### src/hdl/dss_consts.svh
// Constants of the shock sequencer: timing, thresholds, register map.
// Assumes a 100 MHz clock and 12-bit measurement codes of 1 mV each.
//
// Functional notes
// - After the latch test, pulse fault_latch_clear_n low for 5 ms.
// - Conduction outputs only in shock; on-times set from patient impedance.
// - Charge and hold: blocking period 16 ms, phase two shifted 8 ms.
// - Shock: blocking period 30 ms, phases offset by 5 ms.
// - Each blocking pulse is high for 200 us.
// - Generator enable low before any charge or battery test.
// - Dump relay on for whole defibrillation cycle, off in battery test.
// - Charge command high for the charge phase, dropped when it stops.
// - Patient discharge enable low through hold until shock delivered.
// - Patient relay drive high for 100 ms during the shock.
// - Shock mode select low picks synchronised shock, tied to QRS.
// - Charge transistor fault above 1.0 V before charging: declared failed.
// - Stop charging when transformer measurement reaches target (V/850).
// - Capacitor measurement trips latch; charge never above 3.4 kV.
// - At power-up pulse fault_latch_set_n low for 5 ms.
// - Fault latch output high when set pulse or fault triggers it.
// - Relay driver conducting over 2.5 s trips the latch.
// - Bridge branch conducting over 1.5 s trips the latch.
`ifndef DSS_CONSTS_SVH
`define DSS_CONSTS_SVH

// ****************************************
// Timing
// ****************************************
`define DSS_CLK_HZ 100000000
`define DSS_US_CYC (`DSS_CLK_HZ / 1000000)
`define DSS_LATCH_PULSE_US 5000
`define DSS_CHG_PERIOD_US 16000
`define DSS_CHG_SHIFT_US 8000
`define DSS_SHK_PERIOD_US 30000
`define DSS_SHK_SHIFT_US 5000
`define DSS_BLOCK_US 200
`define DSS_RELAY_US 100000
`define DSS_RELAY_FAULT_US 2500000
`define DSS_BRIDGE_FAULT_US 1500000

// ****************************************
// Measurement thresholds
// ****************************************
`define DSS_MEAS_DIV 850
`define DSS_MV_PER_LSB 1
`define DSS_CAP_MAX_V 3400
`define DSS_CAP_MAX_CODE (`DSS_CAP_MAX_V * 1000 / `DSS_MEAS_DIV)
`define DSS_CTF_LIMIT_MV 1000
`define DSS_CTF_LIMIT_CODE (`DSS_CTF_LIMIT_MV / `DSS_MV_PER_LSB)

// ****************************************
// Register map (byte offsets) and fields
// ****************************************
`define DSS_OFS_CTRL 5'h00
`define DSS_OFS_TARGET 5'h04
`define DSS_OFS_CONDUCT 5'h08
`define DSS_OFS_STATUS 5'h0c
`define DSS_CTRL_HV_EN 0
`define DSS_CTRL_CHARGE 1
`define DSS_CTRL_SHOCK 2
`define DSS_CTRL_SYNC 3
`define DSS_CTRL_ABORT 4
`define DSS_CTRL_BATT 5
`define DSS_TARGET_RST 12'h000
`define DSS_ON_RST 16'h0000

`endif

### src/hdl/dss_pkg.sv
// Types of the shock sequencer.
// Assumes nothing beyond a SystemVerilog compiler.
package dss_pkg;

	typedef enum logic [3:0]
	{
		ST_PU_SET = 4'h0,
		ST_PU_CLR = 4'h1,
		ST_IDLE = 4'h3,
		ST_CHECK = 4'h2,
		ST_CHARGE = 4'h6,
		ST_HOLD = 4'h7,
		ST_SHOCK = 4'h5,
		ST_BATT = 4'hd,
		ST_FAULT = 4'hc
	} dss_state_t;

endpackage

### src/hdl/dss_sequencer.sv
// Shock sequencer: high-voltage stage control, blocking pulses, fault latch.
// Assumes an Avalon-MM master, synchronous inputs and 1 mV measurement codes.
`timescale 1ns/1ps
`include "dss_consts.svh"

module dss_sequencer
	import dss_pkg::*;
#(
	parameter int MEAS_W = 12,
	parameter int LATCH_US = `DSS_LATCH_PULSE_US,
	parameter int RELAY_US = `DSS_RELAY_US,
	parameter int RELAY_FAULT_US = `DSS_RELAY_FAULT_US,
	parameter int BRIDGE_FAULT_US = `DSS_BRIDGE_FAULT_US,
	parameter int CHG_PERIOD_US = `DSS_CHG_PERIOD_US,
	parameter int CHG_SHIFT_US = `DSS_CHG_SHIFT_US,
	parameter int SHK_PERIOD_US = `DSS_SHK_PERIOD_US,
	parameter int SHK_SHIFT_US = `DSS_SHK_SHIFT_US
)
(
	input wire logic clk,
	input wire logic rst,
	input wire logic [4:0] avs_address,
	input wire logic avs_read,
	input wire logic avs_write,
	input wire logic [31:0] avs_writedata,
	output logic [31:0] avs_readdata,
	output logic avs_waitrequest,
	input wire logic [MEAS_W-1:0] transformer_volt_meas,
	input wire logic [MEAS_W-1:0] capacitor_volt_meas,
	input wire logic [MEAS_W-1:0] charge_transistor_fault,
	input wire logic relay_driver_fault_sense,
	input wire logic bridge_switch_fault_sense_n,
	input wire logic discharge_key_n,
	input wire logic qrs_n,
	output logic fault_latch_set_n,
	output logic fault_latch_clear_n,
	output logic fault_latch_out,
	output logic first_phase_conduct,
	output logic first_phase_block,
	output logic second_phase_conduct,
	output logic second_phase_block,
	output logic hv_generator_enable_n,
	output logic energy_dump_relay_on,
	output logic cap_charge_cmd,
	output logic patient_discharge_enable_n,
	output logic patient_relay_drive,
	output logic shock_mode_sync_n
);

	// ****************************************
	// Microsecond timebase
	// ****************************************
	logic [7:0] div_cnt;
	logic tick;

	always_ff @(posedge clk)
	begin
		if (rst || div_cnt == 8'(`DSS_US_CYC - 1))
			div_cnt <= 8'h00;
		else
			div_cnt <= div_cnt + 8'h01;
	end

	assign tick = (div_cnt == 8'(`DSS_US_CYC - 1));

	// ****************************************
	// Avalon-MM slave
	// ****************************************
	logic wr_acc;
	logic hv_en;
	logic sync_mode;
	logic [MEAS_W-1:0] target;
	logic [15:0] ph1_on;
	logic [15:0] ph2_on;
	logic charge_go;
	logic shock_go;
	logic abort_go;
	logic batt_go;
	logic ctf_failed;
	logic latch_test_ok;
	logic safety_fault_latch;
	dss_state_t state;
	dss_state_t next_state;

	// One wait state: answer at the second edge of each request
	always_ff @(posedge clk)
	begin
		if (rst)
			avs_waitrequest <= 1'b1;
		else if ((avs_read || avs_write) && avs_waitrequest)
			avs_waitrequest <= 1'b0;
		else
			avs_waitrequest <= 1'b1;
	end

	assign wr_acc = avs_write && !avs_waitrequest;

	function automatic logic ctrl_bit(input int b);
		return wr_acc && avs_address == `DSS_OFS_CTRL && avs_writedata[b];
	endfunction

	assign charge_go = ctrl_bit(`DSS_CTRL_CHARGE);
	assign shock_go = ctrl_bit(`DSS_CTRL_SHOCK);
	assign abort_go = ctrl_bit(`DSS_CTRL_ABORT);
	assign batt_go = ctrl_bit(`DSS_CTRL_BATT);

	always_ff @(posedge clk)
	begin
		if (rst)
		begin
			hv_en <= 1'b0;
			sync_mode <= 1'b0;
			target <= `DSS_TARGET_RST;
			ph1_on <= `DSS_ON_RST;
			ph2_on <= `DSS_ON_RST;
		end
		else if (wr_acc)
		begin
			case (avs_address)
				`DSS_OFS_CTRL:
				begin
					hv_en <= avs_writedata[`DSS_CTRL_HV_EN];
					sync_mode <= avs_writedata[`DSS_CTRL_SYNC];
				end
				`DSS_OFS_TARGET: target <= avs_writedata[MEAS_W-1:0];
				`DSS_OFS_CONDUCT:
				begin
					ph1_on <= avs_writedata[15:0];
					ph2_on <= avs_writedata[31:16];
				end
				default: ;
			endcase
		end
	end

	always_ff @(posedge clk)
	begin
		if (rst)
			avs_readdata <= 32'h0000_0000;
		else if (avs_read && avs_waitrequest)
		begin
			case (avs_address)
				`DSS_OFS_CTRL:
					avs_readdata <= {28'h000_0000, sync_mode, 2'b00, hv_en};
				`DSS_OFS_TARGET:
					avs_readdata <= {{(32-MEAS_W){1'b0}}, target};
				`DSS_OFS_CONDUCT: avs_readdata <= {ph2_on, ph1_on};
				`DSS_OFS_STATUS:
					avs_readdata <= {24'h00_0000, !discharge_key_n,
						latch_test_ok, ctf_failed, safety_fault_latch,
						state};
				default: avs_readdata <= 32'h0000_0000;
			endcase
		end
	end

	// ****************************************
	// Fault detection
	// ****************************************
	logic [21:0] relay_cnt;
	logic [21:0] bridge_cnt;
	logic cap_over;
	logic trip;

	always_ff @(posedge clk)
	begin
		if (rst || !relay_driver_fault_sense)
			relay_cnt <= 22'h00_0000;
		else if (tick && relay_cnt != 22'(RELAY_FAULT_US))
			relay_cnt <= relay_cnt + 22'h00_0001;
	end

	always_ff @(posedge clk)
	begin
		if (rst || bridge_switch_fault_sense_n)
			bridge_cnt <= 22'h00_0000;
		else if (tick && bridge_cnt != 22'(BRIDGE_FAULT_US))
			bridge_cnt <= bridge_cnt + 22'h00_0001;
	end

	assign cap_over = capacitor_volt_meas > MEAS_W'(`DSS_CAP_MAX_CODE);
	assign trip = cap_over
		|| relay_cnt == 22'(RELAY_FAULT_US)
		|| bridge_cnt == 22'(BRIDGE_FAULT_US);

	// ****************************************
	// Sequence state machine
	// ****************************************
	logic [21:0] st_cnt;
	logic pulse_end;
	logic shock_req;
	logic active;
	logic [7:0] st_div;
	logic st_tick;

	// State timer runs on its own microsecond enable, restarted at every
	// state change, so that timed phases last whole microseconds exactly
	always_ff @(posedge clk)
	begin
		if (rst)
			st_div <= 8'hff; // Wraps to zero at the first edge after reset
		else if (state != next_state || st_div == 8'(`DSS_US_CYC - 1))
			st_div <= 8'h00;
		else
			st_div <= st_div + 8'h01;
	end

	assign st_tick = (st_div == 8'(`DSS_US_CYC - 1));
	assign pulse_end = st_tick && st_cnt == 22'(LATCH_US - 1);
	assign shock_req = shock_go || !discharge_key_n;
	assign active = state != ST_PU_SET && state != ST_PU_CLR
		&& state != ST_FAULT;

	always_comb
	begin
		next_state = state;
		case (state)
			ST_PU_SET: if (pulse_end) next_state = ST_PU_CLR;
			ST_PU_CLR: if (pulse_end) next_state = ST_IDLE;
			ST_IDLE:
				if (charge_go && hv_en && !ctf_failed)
					next_state = ST_CHECK;
				else if (batt_go && hv_en)
					next_state = ST_BATT;
			ST_CHECK:
				if (charge_transistor_fault >
					MEAS_W'(`DSS_CTF_LIMIT_CODE))
					next_state = ST_IDLE;
				else
					next_state = ST_CHARGE;
			ST_CHARGE:
				if (transformer_volt_meas >= target)
					next_state = ST_HOLD;
			ST_HOLD:
				if (shock_req && (!sync_mode || !qrs_n))
					next_state = ST_SHOCK;
			ST_SHOCK:
				if (st_tick && st_cnt == 22'(RELAY_US - 1))
					next_state = ST_IDLE;
			ST_BATT: ;
			ST_FAULT: ;
			default: next_state = ST_IDLE;
		endcase
		if (active && (abort_go || (!hv_en && state != ST_IDLE)))
			next_state = ST_IDLE;
		if (active && (trip || safety_fault_latch))
			next_state = ST_FAULT;
	end

	always_ff @(posedge clk)
	begin
		if (rst)
			state <= ST_PU_SET;
		else
			state <= next_state;
	end

	always_ff @(posedge clk)
	begin
		if (rst || state != next_state)
			st_cnt <= 22'h00_0000;
		else if (st_tick)
			st_cnt <= st_cnt + 22'h00_0001;
	end

	// ****************************************
	// Safety latch and power-up test
	// ****************************************
	always_ff @(posedge clk)
	begin
		if (rst)
			safety_fault_latch <= 1'b0;
		else if (state == ST_PU_SET || trip)
			safety_fault_latch <= 1'b1;
		else if (state == ST_PU_CLR && pulse_end)
			safety_fault_latch <= 1'b0;
	end

	always_ff @(posedge clk)
	begin
		if (rst)
			latch_test_ok <= 1'b0;
		else if (state == ST_PU_SET && pulse_end)
			latch_test_ok <= safety_fault_latch;
	end

	always_ff @(posedge clk)
	begin
		if (rst)
			ctf_failed <= 1'b0;
		else if (state == ST_CHECK && charge_transistor_fault >
			MEAS_W'(`DSS_CTF_LIMIT_CODE))
			ctf_failed <= 1'b1;
	end

	// ****************************************
	// Blocking pulse generator
	// ****************************************
	logic [15:0] blk_cnt;
	logic blk_on;
	logic in_shock;
	logic [15:0] period;
	logic [15:0] shift;
	logic next_blk1;
	logic next_blk2;
	logic blk_clr;
	logic [7:0] blk_div;
	logic blk_tick;

	assign blk_on = state == ST_CHARGE || state == ST_HOLD
		|| state == ST_SHOCK;
	assign blk_clr = !blk_on || (state == ST_HOLD && next_state == ST_SHOCK);

	// Own enable, aligned to each pattern restart, keeps pulses whole
	always_ff @(posedge clk)
	begin
		if (rst || blk_clr || blk_div == 8'(`DSS_US_CYC - 1))
			blk_div <= 8'h00;
		else
			blk_div <= blk_div + 8'h01;
	end

	assign blk_tick = (blk_div == 8'(`DSS_US_CYC - 1));
	assign in_shock = state == ST_SHOCK;
	assign period = in_shock ? 16'(SHK_PERIOD_US) : 16'(CHG_PERIOD_US);
	assign shift = in_shock ? 16'(SHK_SHIFT_US) : 16'(CHG_SHIFT_US);

	// Restart the pattern whenever blocking starts or the shock phase begins
	always_ff @(posedge clk)
	begin
		if (rst || blk_clr)
			blk_cnt <= 16'h0000;
		else if (blk_tick)
			blk_cnt <= (blk_cnt == period - 16'h0001) ? 16'h0000 :
				blk_cnt + 16'h0001;
	end

	assign next_blk1 = blk_on && blk_cnt < 16'(`DSS_BLOCK_US);
	assign next_blk2 = blk_on && blk_cnt >= shift
		&& blk_cnt < shift + 16'(`DSS_BLOCK_US);

	// ****************************************
	// Conduction windows
	// ****************************************
	logic next_c1;
	logic next_c2;
	logic [21:0] c1_end;
	logic [21:0] c2_end;

	assign c1_end = {6'h00, ph1_on};
	assign c2_end = c1_end + {6'h00, ph2_on};
	// Phase one then phase two, each gated off by its own blocking pulse
	assign next_c1 = in_shock && st_cnt < c1_end && !next_blk1;
	assign next_c2 = in_shock && st_cnt >= c1_end && st_cnt < c2_end
		&& !next_blk2;

	// ****************************************
	// Registered outputs
	// ****************************************
	always_ff @(posedge clk)
	begin
		if (rst)
		begin
			first_phase_block <= 1'b0;
			second_phase_block <= 1'b0;
			first_phase_conduct <= 1'b0;
			second_phase_conduct <= 1'b0;
		end
		else
		begin
			first_phase_block <= next_blk1;
			second_phase_block <= next_blk2;
			first_phase_conduct <= next_c1;
			second_phase_conduct <= next_c2;
		end
	end

	always_ff @(posedge clk)
	begin
		if (rst)
		begin
			fault_latch_set_n <= 1'b1;
			fault_latch_clear_n <= 1'b1;
			fault_latch_out <= 1'b0;
		end
		else
		begin
			fault_latch_set_n <= next_state != ST_PU_SET;
			fault_latch_clear_n <= next_state != ST_PU_CLR;
			fault_latch_out <= safety_fault_latch;
		end
	end

	always_ff @(posedge clk)
	begin
		if (rst)
		begin
			hv_generator_enable_n <= 1'b1;
			energy_dump_relay_on <= 1'b0;
			cap_charge_cmd <= 1'b0;
			patient_discharge_enable_n <= 1'b1;
			patient_relay_drive <= 1'b0;
			shock_mode_sync_n <= 1'b1;
		end
		else
		begin
			hv_generator_enable_n <= !(hv_en && active);
			energy_dump_relay_on <= next_state == ST_CHECK
				|| next_state == ST_CHARGE || next_state == ST_HOLD
				|| next_state == ST_SHOCK;
			cap_charge_cmd <= next_state == ST_CHARGE;
			patient_discharge_enable_n <= !(next_state == ST_HOLD
				|| next_state == ST_SHOCK);
			patient_relay_drive <= next_state == ST_SHOCK;
			shock_mode_sync_n <= !(sync_mode && !qrs_n
				&& active);
		end
	end

endmodule // dss_sequencer

### config.mk
export PLATFORM = sky130hd
export DESIGN_NAME = dss_sequencer
export DESIGN_NICKNAME = d
export VERILOG_FILES = /design/src/hdl/dss_pkg.sv /design/src/hdl/dss_sequencer.sv
export VERILOG_INCLUDE_DIRS = /design/src /design/src/hdl
export SDC_FILE = /design/constraint.sdc
export NUM_CORES = 1
export LEC_CHECK = 0
export ABC_CLOCK_PERIOD_IN_PS = 8300
export BUFFER_PORTS_ARGS = -buffer_cell sky130_fd_sc_hd__buf_2
export CORE_ASPECT_RATIO = 1.25
export CORE_UTILIZATION = 55
export CTS_BUF_LIST = sky130_fd_sc_hd__clkbuf_4
export DETAILED_ROUTE_END_ITERATION = 8
export PLACE_DENSITY = 0.76
export SETUP_SLACK_MARGIN = 0.3
export SLEW_MARGIN = 10
export SYNTH_ARGS = -nofsm -noshare
export SYNTH_HDL_FRONTEND = slang
export SYNTH_SLANG_ARGS = --single-unit
### constraint.sdc
create_clock -name clk -period 8.3 [get_ports clk]
set_clock_uncertainty 0.05 [all_clocks]
set_input_delay 0 -clock clk [delete_from_list [all_inputs] [get_ports clk]]
set_output_delay 0 -clock clk [all_outputs]
set_load 0.02 [all_outputs]
==> summary.md <==
| Metric | Value |
|---|---|
| Status | complete, no violations |
| IO Port Bufs | 126 |
| Net count after synthesis | 1,457 |
| Number of global-route vias before repair | 9,557 |
| Final Routed Wirelength | 27,400 um |
| Placed Area | 11,600 um^2 |
| Clock buffer depth | 3 |
| Grt total ovfl | 0 |
| Layout cells sized above 1 | 0.148 |
| Ys flop type | dfxtp_1 |
| Setup-violating endpoint count in the final report | 0 |
| Tmin final | 4.59 ns |
| Most common cell after layout, fill and taps aside | dfxtp_1 |
| Pre-CTS setup slack | between 3 and 4 ns |
| Final period util | 0.553 |
| FF+latch count, synth | approximately 210 |
| CP bufs+invs | 1 |
| CTS tree | yes |
| Yosys cell types | 67 |
| Cts repair resizes | 0 |
| Yosys warnings | 0 |
| RSZ-0062 raised after global routing | no |
| Core box area | 19,000 um^2 |
| Hold Vio Cnt, Final | 0 |
| Chip height | 158 um |
| Worst VDD drop | between 0.15 and 0.2 mV |
| Min Hold Slack | 0.0583 ns |
| H-Tree Level Count | 2 |
| Synth Cell Area | 10,800 um^2 |
| Routability cong. | 0.888 |
| Critical Path Max Stage Delay | approximately 0.61 ns |
| Cells after synthesis | 1,294 |
| Remaining antenna violation count | 0 |
| Commonest cells after routing, fill and taps aside | dfxtp_1 (205), nor2_1 (186), nand2_1 (152) |
| Sequential-to-total area share from yosys stat | 0.381 |
| Most used cell, CP | a21o_1 |
| Max-slew violation count | 0 |
| Stages on worst setup path | 15 |
| Initial antenna violation count | 1 |
| EDFF count, synth | 0 |
| FP Rows | 56 |
| Relative slew margins | 0.234 |
| Crit path max fanout | 4 |
| Async SR Flop Fraction | 0 |
| Worst EP required | 8.79 ns |
| Via-to-Cell Ratio | around 5.6 |
| Nets | about 1,700 |
| Hold Crit Class | in2reg |
| Setup slack after layout | 3.71 ns |
| Mean Syn Cell Area | around 8.3 um^2 |
| Layout area overhead | 18.8% |
| Chip width | 127 um |
| Clk_lat worst skew | 0.66 ns |
| Global Route Usage Sum | 0.273 |
| PwrDens | roughly 190 nW/um^2 |
| Filler cells | 1,593 |
| Die area | around 20,000 um^2 |
| Largest net degree at the start of global routing | 93 |
| Residual DRC | 0 |
| Crit path capture type | flop |
| CTS sink cnt | 205 |
| CTS buffer count | 53 |
| CP Data Arrival Time | slightly above 5 ns |
| Starting density of the core | 0.567 |
| CTS clk-pin slew, worst paths | 0.07 ns |
| Leakage power | ~0.0051 uW |
| CTS root buf | clkbuf_4 |
| Post-route cell area | approximately 13,000 um^2 |
| Router iterations before antenna repair | 8 |
| Post-Layout Cell Count | 1,787 |
| Wire length per cell | about 15 um |
| Worst hold stages | 5 |
| Crit-path cells | ha_1 > fa_1 > a21o_1 > a21o_1 > a2111oi_0 > o31ai_1 > o41ai_1 > o21ai_0 > a21o_1 > a21oi_1 > ha_1 > inv_1 > o21ai_0 > or4_1 > a2111oi_0 |
| CP top delay family | compound AO/OA/AOI/OAI gates |
| HPWL Detailed | between 15,000 and 20,000 um |
| Worst slew pin tran | 1.15 ns |
| Initial drt markers | 656 |
| Worst Setup Start Kind | flop |
| # IOs | 127 |
| # Max-Cap Violations | 0 |
| CP max-delay cell | a2111oi_0 |
| Final TNS setup | 0 ns |
| Critical path class | reg2reg |
| Cell Count Post-Placement | between 1,500 and 2,000 |
| Global-route wire length before repair | 44,700 um |
| Max Freq | roughly 220 MHz |
| Vias post-DR | 9,995 |
| Reg2Reg Depth | 15 |
-- cells by family (layout without fill, tap and decap cells) --
| family | count (synthesis) | in the layout | share of synthesized area |
|---|---|---|---|
| buf+inv | 99 | 330 | 0.0359 |
| simple gates | 566 | 566 | 0.254 |
| mux | 12 | 12 | 0.0135 |
| xor+xnor | 102 | 102 | 0.0829 |
| flops | 205 | 205 | 0.381 |
| other cells | 0 | 1 | 0 |
| fa+ha+maj | 82 | 82 | 0.0959 |
| compound gates | 228 | 228 | 0.137 |
-- registers in the layout, indices dropped and copies added, names as in the netlist, 4 cells and up --
signal / cells
target: 12
avs_readdata: 32
blk_cnt: 16
relay_cnt: 22
state: 4
blk_div: 8
bridge_cnt: 22
ph1_on: 16
div_cnt: 8
st_cnt: 22
st_div: 8
ph2_on: 16
-- final cells by class --
class / instances / area (um^2) / area share
repair buffers: 185 / 1210 / 0.0942
clock buffers: 75 / 563 / 0.0440
multi-input cells: 990 / 6280 / 0.491
inverters: 53 / 199 / 0.0155
clock inverters: 17 / 120 / 0.00938
flip-flops and latches: 205 / 4100 / 0.321
well taps: 261 / 327 / 0.0255
diodes: 1 / 2.50 / 0.000195
-- timing repair --
action                    4_1_cts  5_1_grt
setup buffers                   0        0
hold endpoints to repair      112        0
hold buffers                   53        0
-- report_power, final --
group          switching (uW)  leakage (uW)  internal [uW]
combinational             283       0.00303            183
clock                     408      0.000404            477
sequential               55.8       0.00166           1030
-- cell usage after synthesis (5+ instances only) --
library cell / instances / share of area
o31ai_1: 6 / 0.0042
nand4_1: 30 / 0.017
nor2_1: 186 / 0.065
clkbuf_1: 43 / 0.015
o21ai_0: 32 / 0.015
xnor2_1: 40 / 0.033
dfxtp_1: 205 / 0.38
mux2i_1: 10 / 0.0093
and4_1: 9 / 0.0073
a21oi_1: 75 / 0.035
nand3_1: 50 / 0.023
and3_1: 19 / 0.011
a31oi_1: 7 / 0.0041
or3_1: 11 / 0.0064
a22o_1: 10 / 0.0081
nor4b_1: 6 / 0.0049
nand2_1: 152 / 0.053
o21a_1: 5 / 0.0035
nor2b_1: 11 / 0.0064
ha_1: 81 / 0.094
nand4b_1: 6 / 0.0049
a21o_1: 17 / 0.012
o21ai_1: 8 / 0.0037
nor4_1: 14 / 0.0081
xor2_1: 62 / 0.050
and2_1: 10 / 0.0058
nor3b_1: 5 / 0.0035
nand2b_1: 9 / 0.0052
or4_1: 6 / 0.0042
a22oi_1: 34 / 0.024
nor3_1: 21 / 0.0098
inv_1: 53 / 0.018
-- path summary, 6_finish.rpt --
kind | from | end | slack (ns)
max | ph1_on[0] | second_phase_conduct | 3.71
min | avs_address[3] | avs_readdata[6] | 0.06
max reg2reg | ph1_on[0] | second_phase_conduct | 3.71
min reg2reg | target[6] | target[6] | 0.41
-- worst min-delay path, stage by stage --
cell	delay, ns
buf_2	0.21
o21ai_0	0.20
a22o_1	0.14
a22oi_1	0.07
nor2_1	0.09
-- per-stage QoR --
stage                     utilization  total power, uW
after floorplan                     -             1430
after global placement          0.610             1530
after detailed placement        0.610             1540
after CTS                       0.674             2450
after global routing            0.674             2550
final                           0.674             2430
-- layer usage --
metal | track usage | up-vias | part of all wire
met5 | 0 | - | 0
met4 | 0.121 | 0 | 0.029
met3 | 0.0444 | 65 | 0.057
met2 | 0.469 | 316 | 0.48
met1 | 0.337 | 4641 | 0.43
li1 | - | 4973 | -
No activity file was read; power rests on OpenSTA's default activity.
